<file path="config.mk">
export PLATFORM = sky130hd
export DESIGN_NAME = wpa_top
export DESIGN_NICKNAME = d
export VERILOG_FILES = /design/src/include/wpa_pkg.sv /design/src/rtl/wpa_top.sv /design/src/rtl/wpa_channel.sv
export SDC_FILE = /design/constraint.sdc
export NUM_CORES = 1
export LEC_CHECK = 0
export ABC_AREA = 1
export BUFFER_PORTS_ARGS = -buffer_cell sky130_fd_sc_hd__buf_4
export CAP_MARGIN = 20
export CORE_MARGIN = 2
export CORE_UTILIZATION = 60
export CTS_BUF_LIST = sky130_fd_sc_hd__clkbuf_8 sky130_fd_sc_hd__clkbuf_16
export DETAILED_ROUTE_END_ITERATION = 10
export GPL_TIMING_DRIVEN = 0
export PLACE_DENSITY = 0.79
export SYNTH_ARGS = -nofsm -noshare
export SYNTH_HDL_FRONTEND = slang
export SYNTH_SLANG_ARGS = --single-unit
</file>
<file path="constraint.sdc">
create_clock -name clk -period 8.61 [get_ports clk]
set_clock_uncertainty 0.1 [all_clocks]
set_input_delay 0.861 -clock clk [delete_from_list [all_inputs] [get_ports clk]]
set_output_delay 0.861 -clock clk [all_outputs]
set_load 0.005 [all_outputs]
</file>
<file path="src/include/wpa_pkg.sv">
package wpa_pkg;

	// Register offsets; bit 7 of the address selects register space B
	localparam logic [7:0] OFS_AMP_CFG = 8'h33;
	localparam logic [7:0] OFS_AMP_REF = 8'h34;
	localparam logic [7:0] OFS_AMP_AVG = 8'h35;
	localparam logic [7:0] OFS_AMP_RES = 8'h36;
	localparam logic [7:0] OFS_PH_CFG = 8'h37;
	localparam logic [7:0] OFS_PH_REF = 8'h38;
	localparam logic [7:0] OFS_PH_AVG = 8'h39;
	localparam logic [7:0] OFS_PH_RES = 8'h3A;
	localparam logic [7:0] OFS_IRQ_STAT = 8'h3C;
	localparam logic [7:0] OFS_IRQ_MASK = 8'h3D;
	localparam logic [7:0] OFS_CAL = 8'hB9;

	// Reset values and the calibration centre code
	localparam logic [7:0] REG_RESET = 8'h00;
	localparam logic [2:0] CAL_RESET = 3'h0;
	localparam logic [2:0] CAL_CENTRE = 3'h3;

	// Smallest averaging weight is 4, a shift of two
	localparam logic [2:0] AVG_SHIFT_BASE = 3'h2;

	// Interrupt status and mask bit positions
	localparam int IRQ_W = 4;
	localparam int IRQ_PH_WAKE = 0;
	localparam int IRQ_AMP_WAKE = 1;
	localparam int IRQ_PH_DONE = 2;
	localparam int IRQ_AMP_DONE = 3;

	// Wake-up configuration byte, bit 7 down to bit 0
	typedef struct packed {
		logic [3:0] threshold;
		logic includeTrigger;
		logic [1:0] weight;
		logic refSelect;
	} wpa_cfg_t;

	// One register access from the host port
	typedef struct packed {
		logic wr;
		logic rd;
		logic [7:0] addr;
		logic [7:0] wdata;
	} wpa_bus_req_t;

	// A completed measurement from the analog front end
	typedef struct packed {
		logic done;
		logic [7:0] value;
	} wpa_meas_t;

	// State of one measurement channel
	typedef struct packed {
		logic [7:0] avg;
		logic [7:0] last;
		logic trig;
	} wpa_chan_t;

	// State of the register block
	typedef struct packed {
		wpa_cfg_t phCfg;
		logic [7:0] phRef;
		wpa_cfg_t ampCfg;
		logic [7:0] ampRef;
		logic [2:0] cal;
		logic [IRQ_W-1:0] irqStatus;
		logic [IRQ_W-1:0] irqMask;
		logic [7:0] rdata;
		logic irq;
	} wpa_top_t;

endpackage

</file>
<file path="src/rtl/wpa_top.sv">
`timescale 1ns/10ps
// Wake-up phase and amplitude registers with averaging and interrupt
module wpa_top
	import wpa_pkg::*;
(
	input wire logic clk,
	input wire logic reset,
	input wire wpa_bus_req_t busReq,
	output logic [7:0] busRdata,
	input wire wpa_meas_t phaseMeas,
	input wire wpa_meas_t ampMeas,
	input wire logic wakeupMode,
	input wire logic [2:0] calCode,
	output logic irq
);

	wpa_top_t st;
	wpa_top_t next_st;
	wpa_chan_t phChan;
	wpa_chan_t ampChan;
	logic [IRQ_W-1:0] events;

	// Phase channel
	wpa_channel u_phase (
		.clk(clk),
		.reset(reset),
		.meas(phaseMeas),
		.cfg(st.phCfg),
		.refValue(st.phRef),
		.wakeupMode(wakeupMode),
		.chanOut(phChan)
	);

	// Amplitude channel, same structure with its own config
	wpa_channel u_amp (
		.clk(clk),
		.reset(reset),
		.meas(ampMeas),
		.cfg(st.ampCfg),
		.refValue(st.ampRef),
		.wakeupMode(wakeupMode),
		.chanOut(ampChan)
	);

	// Event vector in status bit order
	always_comb begin
		events = '0;
		events[IRQ_PH_WAKE] = phChan.trig;
		events[IRQ_AMP_WAKE] = ampChan.trig;
		events[IRQ_PH_DONE] = phaseMeas.done;
		events[IRQ_AMP_DONE] = ampMeas.done;
	end

	// Register writes, status update and read mux
	always_comb begin
		next_st = st;
		// Calibration code is sampled every cycle for a stable readout
		next_st.cal = calCode;
		if (busReq.wr) begin
			case (busReq.addr)
				OFS_PH_CFG: begin
					next_st.phCfg = wpa_cfg_t'(busReq.wdata);
				end
				OFS_PH_REF: begin
					next_st.phRef = busReq.wdata;
				end
				OFS_AMP_CFG: begin
					next_st.ampCfg = wpa_cfg_t'(busReq.wdata);
				end
				OFS_AMP_REF: begin
					next_st.ampRef = busReq.wdata;
				end
				OFS_IRQ_STAT: begin
					next_st.irqStatus = st.irqStatus
						& ~busReq.wdata[IRQ_W-1:0];
				end
				OFS_IRQ_MASK: begin
					next_st.irqMask = busReq.wdata[IRQ_W-1:0];
				end
				default: begin
					// Read-only and unmapped addresses ignore writes
					next_st.irqMask = st.irqMask;
				end
			endcase
		end
		// Set wins over a clear arriving in the same cycle
		next_st.irqStatus = next_st.irqStatus | events;
		next_st.irq = |(next_st.irqStatus & next_st.irqMask);
		// Read data stands for exactly one cycle after the strobe
		next_st.rdata = REG_RESET;
		if (busReq.rd) begin
			case (busReq.addr)
				OFS_AMP_CFG: begin
					next_st.rdata = st.ampCfg;
				end
				OFS_AMP_REF: begin
					next_st.rdata = st.ampRef;
				end
				OFS_AMP_AVG: begin
					next_st.rdata = ampChan.avg;
				end
				OFS_AMP_RES: begin
					next_st.rdata = ampChan.last;
				end
				OFS_PH_CFG: begin
					next_st.rdata = st.phCfg;
				end
				OFS_PH_REF: begin
					next_st.rdata = st.phRef;
				end
				OFS_PH_AVG: begin
					next_st.rdata = phChan.avg;
				end
				OFS_PH_RES: begin
					next_st.rdata = phChan.last;
				end
				OFS_CAL: begin
					// Upper bits read zero; software must not rely on them
					next_st.rdata = {5'h00, st.cal};
				end
				OFS_IRQ_STAT: begin
					next_st.rdata = {4'h0, st.irqStatus};
				end
				OFS_IRQ_MASK: begin
					next_st.rdata = {4'h0, st.irqMask};
				end
				default: begin
					next_st.rdata = REG_RESET;
				end
			endcase
		end
	end

	// State register, constants only under reset
	always_ff @(posedge clk or posedge reset) begin
		if (reset) begin
			st.phCfg <= wpa_cfg_t'(REG_RESET);
			st.phRef <= REG_RESET;
			st.ampCfg <= wpa_cfg_t'(REG_RESET);
			st.ampRef <= REG_RESET;
			st.cal <= CAL_RESET;
			st.irqStatus <= '0;
			st.irqMask <= '0;
			st.rdata <= REG_RESET;
			st.irq <= 1'b0;
		end else begin
			st <= next_st;
		end
	end

	// Outputs straight from flip-flops
	assign busRdata = st.rdata;
	assign irq = st.irq;
endmodule // wpa_top

</file>
<file path="src/rtl/wpa_channel.sv">
`timescale 1ns/10ps
// One measurement channel: compare against reference, keep running average
module wpa_channel
	import wpa_pkg::*;
(
	input wire logic clk,
	input wire logic reset,
	input wire wpa_meas_t meas,
	input wire wpa_cfg_t cfg,
	input wire logic [7:0] refValue,
	input wire logic wakeupMode,
	output wpa_chan_t chanOut
);

	wpa_chan_t st;
	wpa_chan_t next_st;
	logic [7:0] reference;
	logic [7:0] gap;
	logic tripped;
	logic [2:0] shift;
	logic signed [9:0] delta;
	logic signed [9:0] step;

	// Compare, then fold into average; with refSelect set the old average is the reference
	always_comb begin
		next_st = st;
		reference = cfg.refSelect ? st.avg : refValue;
		gap = (meas.value >= reference) ? meas.value - reference
			: reference - meas.value;
		tripped = wakeupMode && meas.done
			&& (gap > {4'h0, cfg.threshold});
		shift = AVG_SHIFT_BASE + {1'b0, cfg.weight};
		delta = $signed({2'b00, meas.value}) - $signed({2'b00, st.avg});
		// Arithmetic shift floors, so a rising average settles low; a falling one reaches the input
		step = delta >>> shift;
		next_st.trig = tripped;
		if (meas.done) begin
			next_st.last = meas.value;
			if (!tripped || cfg.includeTrigger) begin
				next_st.avg = st.avg + step[7:0];
			end
		end
	end

	// State register
	always_ff @(posedge clk or posedge reset) begin
		if (reset) begin
			st <= '0;
		end else begin
			st <= next_st;
		end
	end

	assign chanOut = st;
endmodule // wpa_channel

</file>
# Yosys cells after proc, flatten, opt, wreduce, memory -nomap -nowiden
# Cells that the tools add are included.
# word_totals
reg_bits	86
# op_classes
shift	2
magnitude_cmp	4
bitwise_logic	4
reduce_logical	15
add_sub_neg	10
mux	9
eq_ne	11
# ops
operator	n
case mux 8 bit (11 select lines)	1
== test 8 x 6 -> 1 bit (second input constant)	10
2-to-1 mux 8 bit	6
subtractor 8 bit	4
>>> shifter 10 x 3 -> 8 bit	2
subtractor 8 x 8 -> 9 bit	2
adder 8 bit	2
greater-or-equal comparator 8 bit	2
greater-than comparator 8 x 4 -> 1 bit	2
AND reduction 2 bit	6
bitwise AND 4 bit	2
== test 8 bit (second input constant)	1
2-to-1 mux 4 bit	2
adder 2 x 2 -> 3 bit (first input constant)	2
logical AND 1 bit	4
NOT 4 bit	1
bitwise OR 4 bit	1
OR reduction 4 bit	1
logical NOT 1 bit	2
logical OR 1 bit	2

# Depth between registers and ports, before layout
# Gate-level depths: netlist of the first run.
# depth
ltp_word	8
depth_mapped	26
depth_no_buf	25

# Cells and area by module
# A second synthesis of the first run with hierarchy kept.
# hier_totals
hier_cells	1139
area_unflattened_um2	7716.2
# modules_own_cells
mod	cells_each	instances	seq_area_each_um2	area_per_inst_um2
wpa_top	374	1	1301.2	2871.5
wpa_channel at u_amp	382	1	425.4	2423.6
wpa_channel at u_phase	383	1	425.4	2421.1

# Worst setup path after synthesis of the first run
# Ideal clock, no wire load.
# synth_timing
path_type	input to register
from	in ampMeas[0] in the netlist's numbering
to	reg u_amp.st, in the netlist u_amp.chanOut[15]
slack_ns	4.988
t_required_ns	8.444
path_stages	19
setup_time_ns	0.066
n_path_buf	0
t_arrival_ns	3.456
cell_sequence	inv_1 ha_1 fa_1 o21ai_1 a21oi_1 o21ai_1 xor2_1 mux2i_1 nand2_1 nand2_1 fa_1 nand3_1 nand2_1 a21oi_1 nor2_1 nor2_1 xnor2_1 nand3_1 nand2_1
# synth_between
elab_chain_cells	7
word_cells_on_any_way	12
# synth_lines
element	line_no	source
start: declaration	wpa_top.sv:11	input wire wpa_meas_t ampMeas,
subtractor 8 bit, or another cell as far along	wpa_channel.sv:29	: reference - meas.value;
2-to-1 mux 8 bit	wpa_channel.sv:28	gap = (meas.value >= reference) ? meas.value - reference
greater-than comparator 8 x 4 -> 1 bit	wpa_channel.sv:31	&& (gap > {4'h0, cfg.threshold});
logical AND 1 bit	wpa_channel.sv:31	
logical NOT 1 bit	wpa_channel.sv:39	if (!tripped || cfg.includeTrigger) begin
logical OR 1 bit	wpa_channel.sv:39	
AND reduction 2 bit (no source line)	n/a	
end signal: assignment	wpa_channel.sv:50	st <= next_st;
end: declaration	wpa_channel.sv:15	wpa_chan_t st;
# Parallel ways exist; a longest one is shown, timed or not.
# A chain may end at the register's enable or synchronous reset.

# Final worst setup path of the first run
# layout_timing
from	reg st[44] in the netlist's numbering
to	reg u_phase.st, in the netlist u_phase.chanOut[12]
# layout_between
elab_chain_cells	8
word_cells_on_any_way	10
# layout_lines
element	line_no	source
start: declaration	wpa_top.sv:17	wpa_top_t st;
start signal: assignment	wpa_top.sv:147	st <= next_st;
2-to-1 mux 8 bit *	wpa_channel.sv:27	reference = cfg.refSelect ? st.avg : refValue;
subtractor 8 bit, or another cell as far along	wpa_channel.sv:29	
2-to-1 mux 8 bit *	wpa_channel.sv:28	
greater-than comparator 8 x 4 -> 1 bit *	wpa_channel.sv:31	
logical AND 1 bit *	wpa_channel.sv:31	
logical NOT 1 bit *	wpa_channel.sv:39	
logical OR 1 bit *	wpa_channel.sv:39	
AND reduction 2 bit (no source line) *	n/a	
end signal: assignment	wpa_channel.sv:50	
end: declaration	wpa_channel.sv:15	
# Every way passes the cells marked *; elsewhere a longest branch is shown, timed or not.

==> impl_metrics.ini, run 1 <==
[outcome]
status = complete, no violations

[cells_and_area]
ff_latch_area_mm2 = 0.00215
syn2layout_area_growth_pct = 12.1
share_of_post_route_cells_with_drive_strength_above_1 = 0.0974
area_of_combinational_cells_with_multiple_inputs_mm2 = 0.00429
n_fill_cell = 1034
layout.nets = 1220
antenna-diode-count = 0

[sta]
slew_headroom = 0.589
achievable-frequency_mhz = 239
number_of_setup_violations_in_the_final_report = 0
rsz0062_at_grt = no
final.setup.tns_ns = 0
report.final.slew_viol_count = 0
timing_hold_violations_final = 0
fin_crit_sh = 0.486
period_needed_ns = 4.19
worstMarginPinSlew_ns = 0.613
hold-worst-slack_ns = 0.332

[power_and_ir_drop]
largest_vdd_supply_drop_v = 0.000300
power-per-cell-area_mw_per_mm2 = 262
switchingPower_w = 0.000952
internal_power_w = 0.00118
netSwitchingFraction = 0.447
power_frac_clock = 0.178
p_leak_nw = 4.43
combPwrFrac = 0.570
share_seq_of_total_power = 0.252

[setup_path]
timing.critical_path.arrival_ns = 4.32
crit_path_start_kind = flop
critical_path.cell_chain = clkbuf_1 > clkbuf_1 > nand2_1 > o21ai_0 > inv_1 > ha_1 > a21oi_2 > o21ai_0 > a21oi_1 > nand2_1 > o21ai_0 > xor2_1 > inv_1 > ha_1 > a21oi_1 > o21ai_0 > o21ai_0 > nand3_2 > nand3_4 > nand2_4 > nand2_1 > nand2_1
crit_path_end_kind = flop
slowest_cell_on_crit_path = sky130_fd_sc_hd__ha_1
cp_common_cell = sky130_fd_sc_hd__o21ai_0
max_stage_delay_ns = 0.39
critPathKind = flop to flop
worst_ep_required_time_ns = 8.74
maximum_fanout_count_along_the_critical_path = 10

[detailed_routing]
drt-pass1-iter-count = 5
detail_route.iter0.violations = 718
totalWireLength_mm = 18.6
wl_per_cell_um = 14.8
drc_errors = 0
num_vias = 6935
antenna_violating_nets_post_route = 0
post_drt_via_cell_ratio = 5.52

[synthesis]
syn_avg_cell_area_um2 = 6.96
syn_nets = 1159
ys_async_rst_share = 1.00
synth_area_leaders = sky130_fd_sc_hd__dfrtp_1, sky130_fd_sc_hd__nand2_1, sky130_fd_sc_hd__ha_1
yosys.cell_types.count = 45
synth_top_area_frac = 0.297
number_of_synthesized_flops_with_an_enable_pin = 0
synth_sequential_area_ratio = 0.297
syn_inst = 1043
netlist_area_mm2 = 0.00726
ys_dominant_reg_cell = sky130_fd_sc_hd__dfrtp_1
synth.ff_latch_count = 86
synth.largest_area_cell = sky130_fd_sc_hd__dfrtp_1
synth.yosys.warnings = 0

[clock_tree]
cts-root-buf = sky130_fd_sc_hd__clkbuf_16
post_cts_resized = 0
clock_sink_count = 86
clk_transition_reported_paths_ns = 0.06
hold_buffers = 0
clk_lat_worst_skew_ns = 0.34
cts_tree = yes
cts_setup_buffers = 0
cts_buf_count = 9
max-clock-path-buffers = 2
htreeDepth = 3

[global_routing]
number_of_antenna_violations_at_the_first_check_in_global_routing = 0
global_route_wire_length_before_repair_mm = 30.8
grt_util_all_layers = 0.298
grt_max_degree = 75
grt-ovfl-total = 0
vias_in_the_first_global_route = 6321

[die]
core_region_area_mm2 = 0.0119
design.die.area_mm2 = 0.0130
rows = 40
starting_utilization_of_the_core_area = 0.609
chipWidth_um = 114
pin_count = 51
die-height_um = 114

[place]
post-dp-hpwl_mm = 14.7
routabilityCongestion = 0.904
placement.io_buffers = 49

[min_path]
worst_min_path_class = input port to asynchronous set/reset pin

[run]
max-cap-violations = 0
## sequential cells by signal (all words and copies together), names as in the netlist
signal and flops:
busRdata 8, u_phase.chanOut 17, u_amp.chanOut 17, st 43, irq 1
## path summary, 6_finish.rpt
path | cells past startpoint | end | slack, ns | from
worst max-delay path | 22 | u_phase.chanOut[12]$_DFFE_PP0P_ | 4.42 | st[44]$_DFFE_PP0P_
worst min-delay path | 2 | u_amp.chanOut[14]$_DFFE_PP0P_ | 0.33 | reset
worst max register to register | 22 | u_phase.chanOut[12]$_DFFE_PP0P_ | 4.42 | st[44]$_DFFE_PP0P_
worst min register to register | 2 | st[14]$_DFF_PP0_ | 0.37 | u_amp.chanOut[0]$_DFF_PP0_
max in group asynchronous | 3 | st[50]$_DFFE_PP0P_ | 7.46 | reset
min in group clk | 2 | st[14]$_DFF_PP0_ | 0.37 | u_amp.chanOut[0]$_DFF_PP0_
## critical path: cells and delay by family, from the launching register on
kind,cells,cell delay [ns]
flops,1,0.32
simple gates,7,0.89
buf+inv,4,0.78
fa+ha+maj,2,0.67
xor+xnor,1,0.17
compound gates,8,1.16
## kinds of logic after synthesis
logic type	synth area share
fa+ha+maj	0.135
flops	0.297
compound gates	0.142
mux	0.00276
simple gates	0.281
buf+inv	0.113
xor+xnor	0.0302
## routing by layer
metal  share of wire  GRT usage  vias to the layer above
met5               0          0                        -
met4           0.016     0.0634                        0
met3           0.080     0.0388                       30
met2            0.44      0.452                      263
met1            0.46      0.459                     3159
li1                -          -                     3483
## metrics by stage
step | total power [W] | instance area (µm²) | setup WS, ns | instances | utilization
2_1_floorplan | 0.00149 | 7260 | 4.99 | 1043 | -
3_3_place_gp | 0.00172 | 7810 | 4.47 | 1239 | 0.655
3_5_place_dp | 0.00174 | 7840 | 4.45 | 1240 | 0.658
4_1_cts | 0.00212 | 8130 | 4.43 | 1256 | 0.683
5_1_grt | 0.00235 | 8130 | 3.98 | 1256 | 0.683
6_report | 0.00213 | 8130 | 4.42 | 1256 | 0.683
## power groups by stage
stage	logic, W	registers [W]	clock network (W)
3_3_place_gp	0.00118	0.000540	0
3_5_place_dp	0.00120	0.000540	0
5_1_grt	0.00141	0.000541	0.000397
6_report	0.00122	0.000536	0.000379
2_1_floorplan	0.000984	0.000509	0
4_1_cts	0.00121	0.000533	0.000381
## synthesized netlist by cell type (2+ instances only)
cell / n
sky130_fd_sc_hd__a211oi_1: 4
sky130_fd_sc_hd__a21oi_1: 40
sky130_fd_sc_hd__a21oi_2: 3
sky130_fd_sc_hd__a221oi_1: 16
sky130_fd_sc_hd__a31oi_1: 7
sky130_fd_sc_hd__buf_1: 2
sky130_fd_sc_hd__buf_4: 8
sky130_fd_sc_hd__buf_6: 3
sky130_fd_sc_hd__clkbuf_1: 10
sky130_fd_sc_hd__clkinv_1: 3
sky130_fd_sc_hd__dfrtp_1: 86
sky130_fd_sc_hd__fa_1: 7
sky130_fd_sc_hd__ha_1: 67
sky130_fd_sc_hd__inv_1: 172
sky130_fd_sc_hd__inv_2: 3
sky130_fd_sc_hd__mux2i_1: 2
sky130_fd_sc_hd__nand2_1: 326
sky130_fd_sc_hd__nand2_2: 6
sky130_fd_sc_hd__nand2_4: 2
sky130_fd_sc_hd__nand3_1: 63
sky130_fd_sc_hd__nand3_2: 4
sky130_fd_sc_hd__nand3_4: 2
sky130_fd_sc_hd__nand3b_1: 3
sky130_fd_sc_hd__nand4_1: 8
sky130_fd_sc_hd__nor2_1: 36
sky130_fd_sc_hd__nor2_2: 2
sky130_fd_sc_hd__nor2_4: 2
sky130_fd_sc_hd__nor3_1: 7
sky130_fd_sc_hd__nor3_2: 2
sky130_fd_sc_hd__nor3_4: 2
sky130_fd_sc_hd__o21ai_0: 91
sky130_fd_sc_hd__o21ai_1: 10
sky130_fd_sc_hd__o21bai_1: 3
sky130_fd_sc_hd__o22ai_1: 6
sky130_fd_sc_hd__or2_2: 2
sky130_fd_sc_hd__xnor2_1: 7
sky130_fd_sc_hd__xor2_1: 18
## final cells by class
cell class,instances,share of cell area
Multi-Input combinational cell,754,0.527
Sequential cell,86,0.265
Inverter,179,0.0833
Timing Repair Buffer,50,0.0486
Clock buffer,9,0.0277
Tap cell,147,0.0226
Buffer,24,0.0177
Clock inverter,7,0.00831
## cells in the final DEF, fill, tap and decap left out, types with 6 or more instances in the layout
cell type                   instances
sky130_fd_sc_hd__fa_1               7
sky130_fd_sc_hd__o22ai_1            6
sky130_fd_sc_hd__a221oi_1          16
sky130_fd_sc_hd__clkbuf_1          10
sky130_fd_sc_hd__nand2_1          326
sky130_fd_sc_hd__dfrtp_1           86
sky130_fd_sc_hd__o21ai_1           10
sky130_fd_sc_hd__a31oi_1            7
sky130_fd_sc_hd__buf_4             57
sky130_fd_sc_hd__inv_1            173
sky130_fd_sc_hd__nand2_2            6
sky130_fd_sc_hd__ha_1              67
sky130_fd_sc_hd__a21oi_1           40
sky130_fd_sc_hd__xnor2_1            7
sky130_fd_sc_hd__nor3_1             7
sky130_fd_sc_hd__nor2_1            36
sky130_fd_sc_hd__o21ai_0           91
sky130_fd_sc_hd__nand4_1            8
sky130_fd_sc_hd__clkbuf_16          9
sky130_fd_sc_hd__xor2_1            18
sky130_fd_sc_hd__nand3_1           63
Note: power is estimated with default switching activity, not from simulation.
==> inputs of run 2 (changes only) <==
==> constraint.sdc (replaced) <==
create_clock -name clk -period 3.95 [get_ports clk]
set_clock_uncertainty 0.1 [all_clocks]
set_input_delay 0.395 -clock clk [delete_from_list [all_inputs] [get_ports clk]]
set_output_delay 0.395 -clock clk [all_outputs]
set_load 0.005 [all_outputs]
==> run 2 against run 1 <==
Effect of this change: global-route usage hardly changed; maximum frequency grew 13%; design area increased by 1.6%; routed wire length increased by 1.1%; utilization increased by 1.1 points; non-clock buffer count up 6; die area stayed put; sequential cell count unchanged; critical path depth up 2; final cell count up 0.56%; worst setup slack worse by 4.2 ns; largest cell class unchanged; highest routed layer unchanged.
==> impl_metrics.ini, run 2 (synthesized netlist as in run 1, its figures left out) <==
[setup_path]
critical_path.cell_chain = inv_1 > or2_2 > o21ai_0 > inv_1 > ha_1 > inv_1 > fa_2 > nand3_1 > nand2_1 > o21ai_1 > nand2_2 > nand3_1 > o21ai_1 > xor2_1 > inv_1 > ha_1 > a21oi_1 > o21ai_0 > o21ai_0 > nand3_2 > nand3_4 > nand2_4 > nand2_1 > nand2_1
worst_ep_required_time_ns = 4.08
crit_path_end_kind = flop
cp_common_cell = sky130_fd_sc_hd__inv_1
critPathKind = flop to flop
critical_path.top_delay_family = simple AND/OR/NAND/NOR gates
maximum_fanout_count_along_the_critical_path = 8
worstPathBufferInverterCount = 4
crit_path_start_kind = flop
timing.critical_path.arrival_ns = 3.83
max_stage_delay_ns = 0.43
slowest_cell_on_crit_path = sky130_fd_sc_hd__dfrtp_2

[sta]
achievable-frequency_mhz = 271
fin_crit_sh = 0.935
period_needed_ns = 3.69
slew_headroom = 0.599
report.final.slew_viol_count = 0
worstMarginPinSlew_ns = 0.598
timing_hold_violations_final = 0
number_of_setup_violations_in_the_final_report = 0
hold-worst-slack_ns = 0.0602

[detailed_routing]
post_drt_via_cell_ratio = 5.57
detail_route.iter0.violations = 744
num_vias = 7031
drc_errors = 0
totalWireLength_mm = 18.8
drt-pass1-iter-count = 5
wl_per_cell_um = 14.9
antenna_violating_nets_post_route = 0

[global_routing]
global_route_wire_length_before_repair_mm = 30.8
vias_in_the_first_global_route = 6325
grt-ovfl-total = 0
grt_util_all_layers = 0.299
grt_max_degree = 75
number_of_antenna_violations_at_the_first_check_in_global_routing = 0

[cells_and_area]
post_layout_nonfiller_instances = 1263
layout.nets = 1227
area_of_combinational_cells_with_multiple_inputs_mm2 = 0.00433
n_fill_cell = 1007
commonest_non_fill_non_tap_cell_in_the_layout = sky130_fd_sc_hd__nand2_1
postLayoutCellArea_mm2 = 0.00826
antenna-diode-count = 0
largest_register_ff_count = 43
syn2layout_area_growth_pct = 13.8
share_of_post_route_cells_with_drive_strength_above_1 = 0.115
top_register = st
leading_cell_types_in_the_layout_fill_and_taps_excluded = sky130_fd_sc_hd__nand2_1, sky130_fd_sc_hd__inv_1, sky130_fd_sc_hd__dfrtp_1
ff_latch_area_mm2 = 0.00215

[clock_tree]
htreeDepth = 3
cts-root-buf = sky130_fd_sc_hd__clkbuf_16
cts_buf_count = 9
max-clock-path-buffers = 2
clk_lat_worst_skew_ns = 0.34
clk_transition_reported_paths_ns = 0.06
clock_sink_count = 86
cts_tree = yes

[power_and_ir_drop]
p_leak_nw = 4.49
total_power_w = 0.00468
power-per-cell-area_mw_per_mm2 = 566
largest_vdd_supply_drop_v = 0.000656

[outcome]
status = complete, no violations

[die]
starting_utilization_of_the_core_area = 0.609
core_region_area_mm2 = 0.0119
pin_count = 51
die-height_um = 114
chipWidth_um = 114
rows = 40
design.die.area_mm2 = 0.0130

[place]
dp_cells = 1240
post-dp-hpwl_mm = 14.7
post_dp_cell_area_mm2 = 0.00784
placement.io_buffers = 49
routabilityCongestion = 0.904

[run]
max-cap-violations = 0

[min_path]
worst_min_path_class = input port to flop
-- run 2: cell types whose count changed in the layout (fill, tap and decap cells not counted), moves of 3 or more --
cell,before,now
sky130_fd_sc_hd__o21ai_0,91,82
sky130_fd_sc_hd__o21ai_1,10,16
sky130_fd_sc_hd__buf_4,57,62
sky130_fd_sc_hd__ha_1,67,63
sky130_fd_sc_hd__ha_2,0,4
sky130_fd_sc_hd__clkbuf_1,10,7
sky130_fd_sc_hd__o21ai_2,0,3
-- run 2: path summary, 6_finish.rpt --
path                                       startpoint                             to  slack (ns)  cells after the start
min reg2reg                u_amp.chanOut[0]$_DFF_PP0_               st[14]$_DFF_PP0_        0.36                      2
min                                        calCode[1]               st[18]$_DFF_PP0_        0.06                      1
max                                st[28]$_DFFE_PP0P_  u_amp.chanOut[10]$_DFFE_PP0P_        0.26                     24
max in group asynchronous                       reset             st[44]$_DFFE_PP0P_        2.70                      4
min in group asynchronous                       reset  u_amp.chanOut[14]$_DFFE_PP0P_        0.44                      3
max reg2reg                        st[28]$_DFFE_PP0P_  u_amp.chanOut[10]$_DFFE_PP0P_        0.26                     24
-- run 2: timing repair --
item | in CTS | in global routing
hold buffers | 1 | 0
hold endpoints to repair | 12 | 0
gates cloned | 0 | 1
setup buffers | 0 | 6
gates resized for setup | 3 | 28
pin swaps | 0 | 5
setup endpoints to repair | 16 | 18
-- run 2: metrics by stage --
| stage | setup TNS (ns) | utilization | setup slack, ns |
|---|---|---|---|
| global placement | -1.16 | 0.655 | -0.151 |
| finish | 0 | 0.693 | 0.257 |
| detailed placement | -2.03 | 0.658 | -0.209 |
| CTS | 0 | 0.683 | 0.0484 |
| global route | -0.0444 | 0.693 | -0.0173 |
| floorplan | 0 | - | 0.489 |
-- run 2: final cells by class --
cell class,instances,share of cell area
Multi-Input combinational cell,755,0.524
Sequential cell,86,0.261
Inverter,179,0.0820
Timing Repair Buffer,57,0.0567
Clock buffer,9,0.0273
Tap cell,147,0.0223
Buffer,23,0.0183
Clock inverter,7,0.00818
-- run 2: power by group --
group	internal, W	leakage (nW)	total (W)	switching, W
clock network	0.000486	0.148	0.000828	0.000342
logic	0.00109	3.24	0.00268	0.00159
registers	0.00101	1.10	0.00117	0.000162
total	0.00259	4.49	0.00468	0.00209
-- run 2: layer usage --
| layer | vias to the layer above | wire length [µm] | GRT usage |
|---|---|---|---|
| li1 | 3507 | - | - |
| met1 | 3212 | 8750 | 0.460 |
| met2 | 281 | 8320 | 0.452 |
| met3 | 31 | 1420 | 0.0388 |
| met4 | 0 | 308 | 0.0634 |
| met5 | - | 0 | 0 |
-- run 2: worst register-to-register path: cells and delay by family, from the launching register on --
| family | cells | cell delay, ns |
|---|---|---|
| compound gates | 6 | 0.60 |
| fa+ha+maj | 3 | 0.68 |
| flops | 1 | 0.43 |
| simple gates | 10 | 1.28 |
| xor+xnor | 1 | 0.16 |
| buf+inv | 4 | 0.32 |
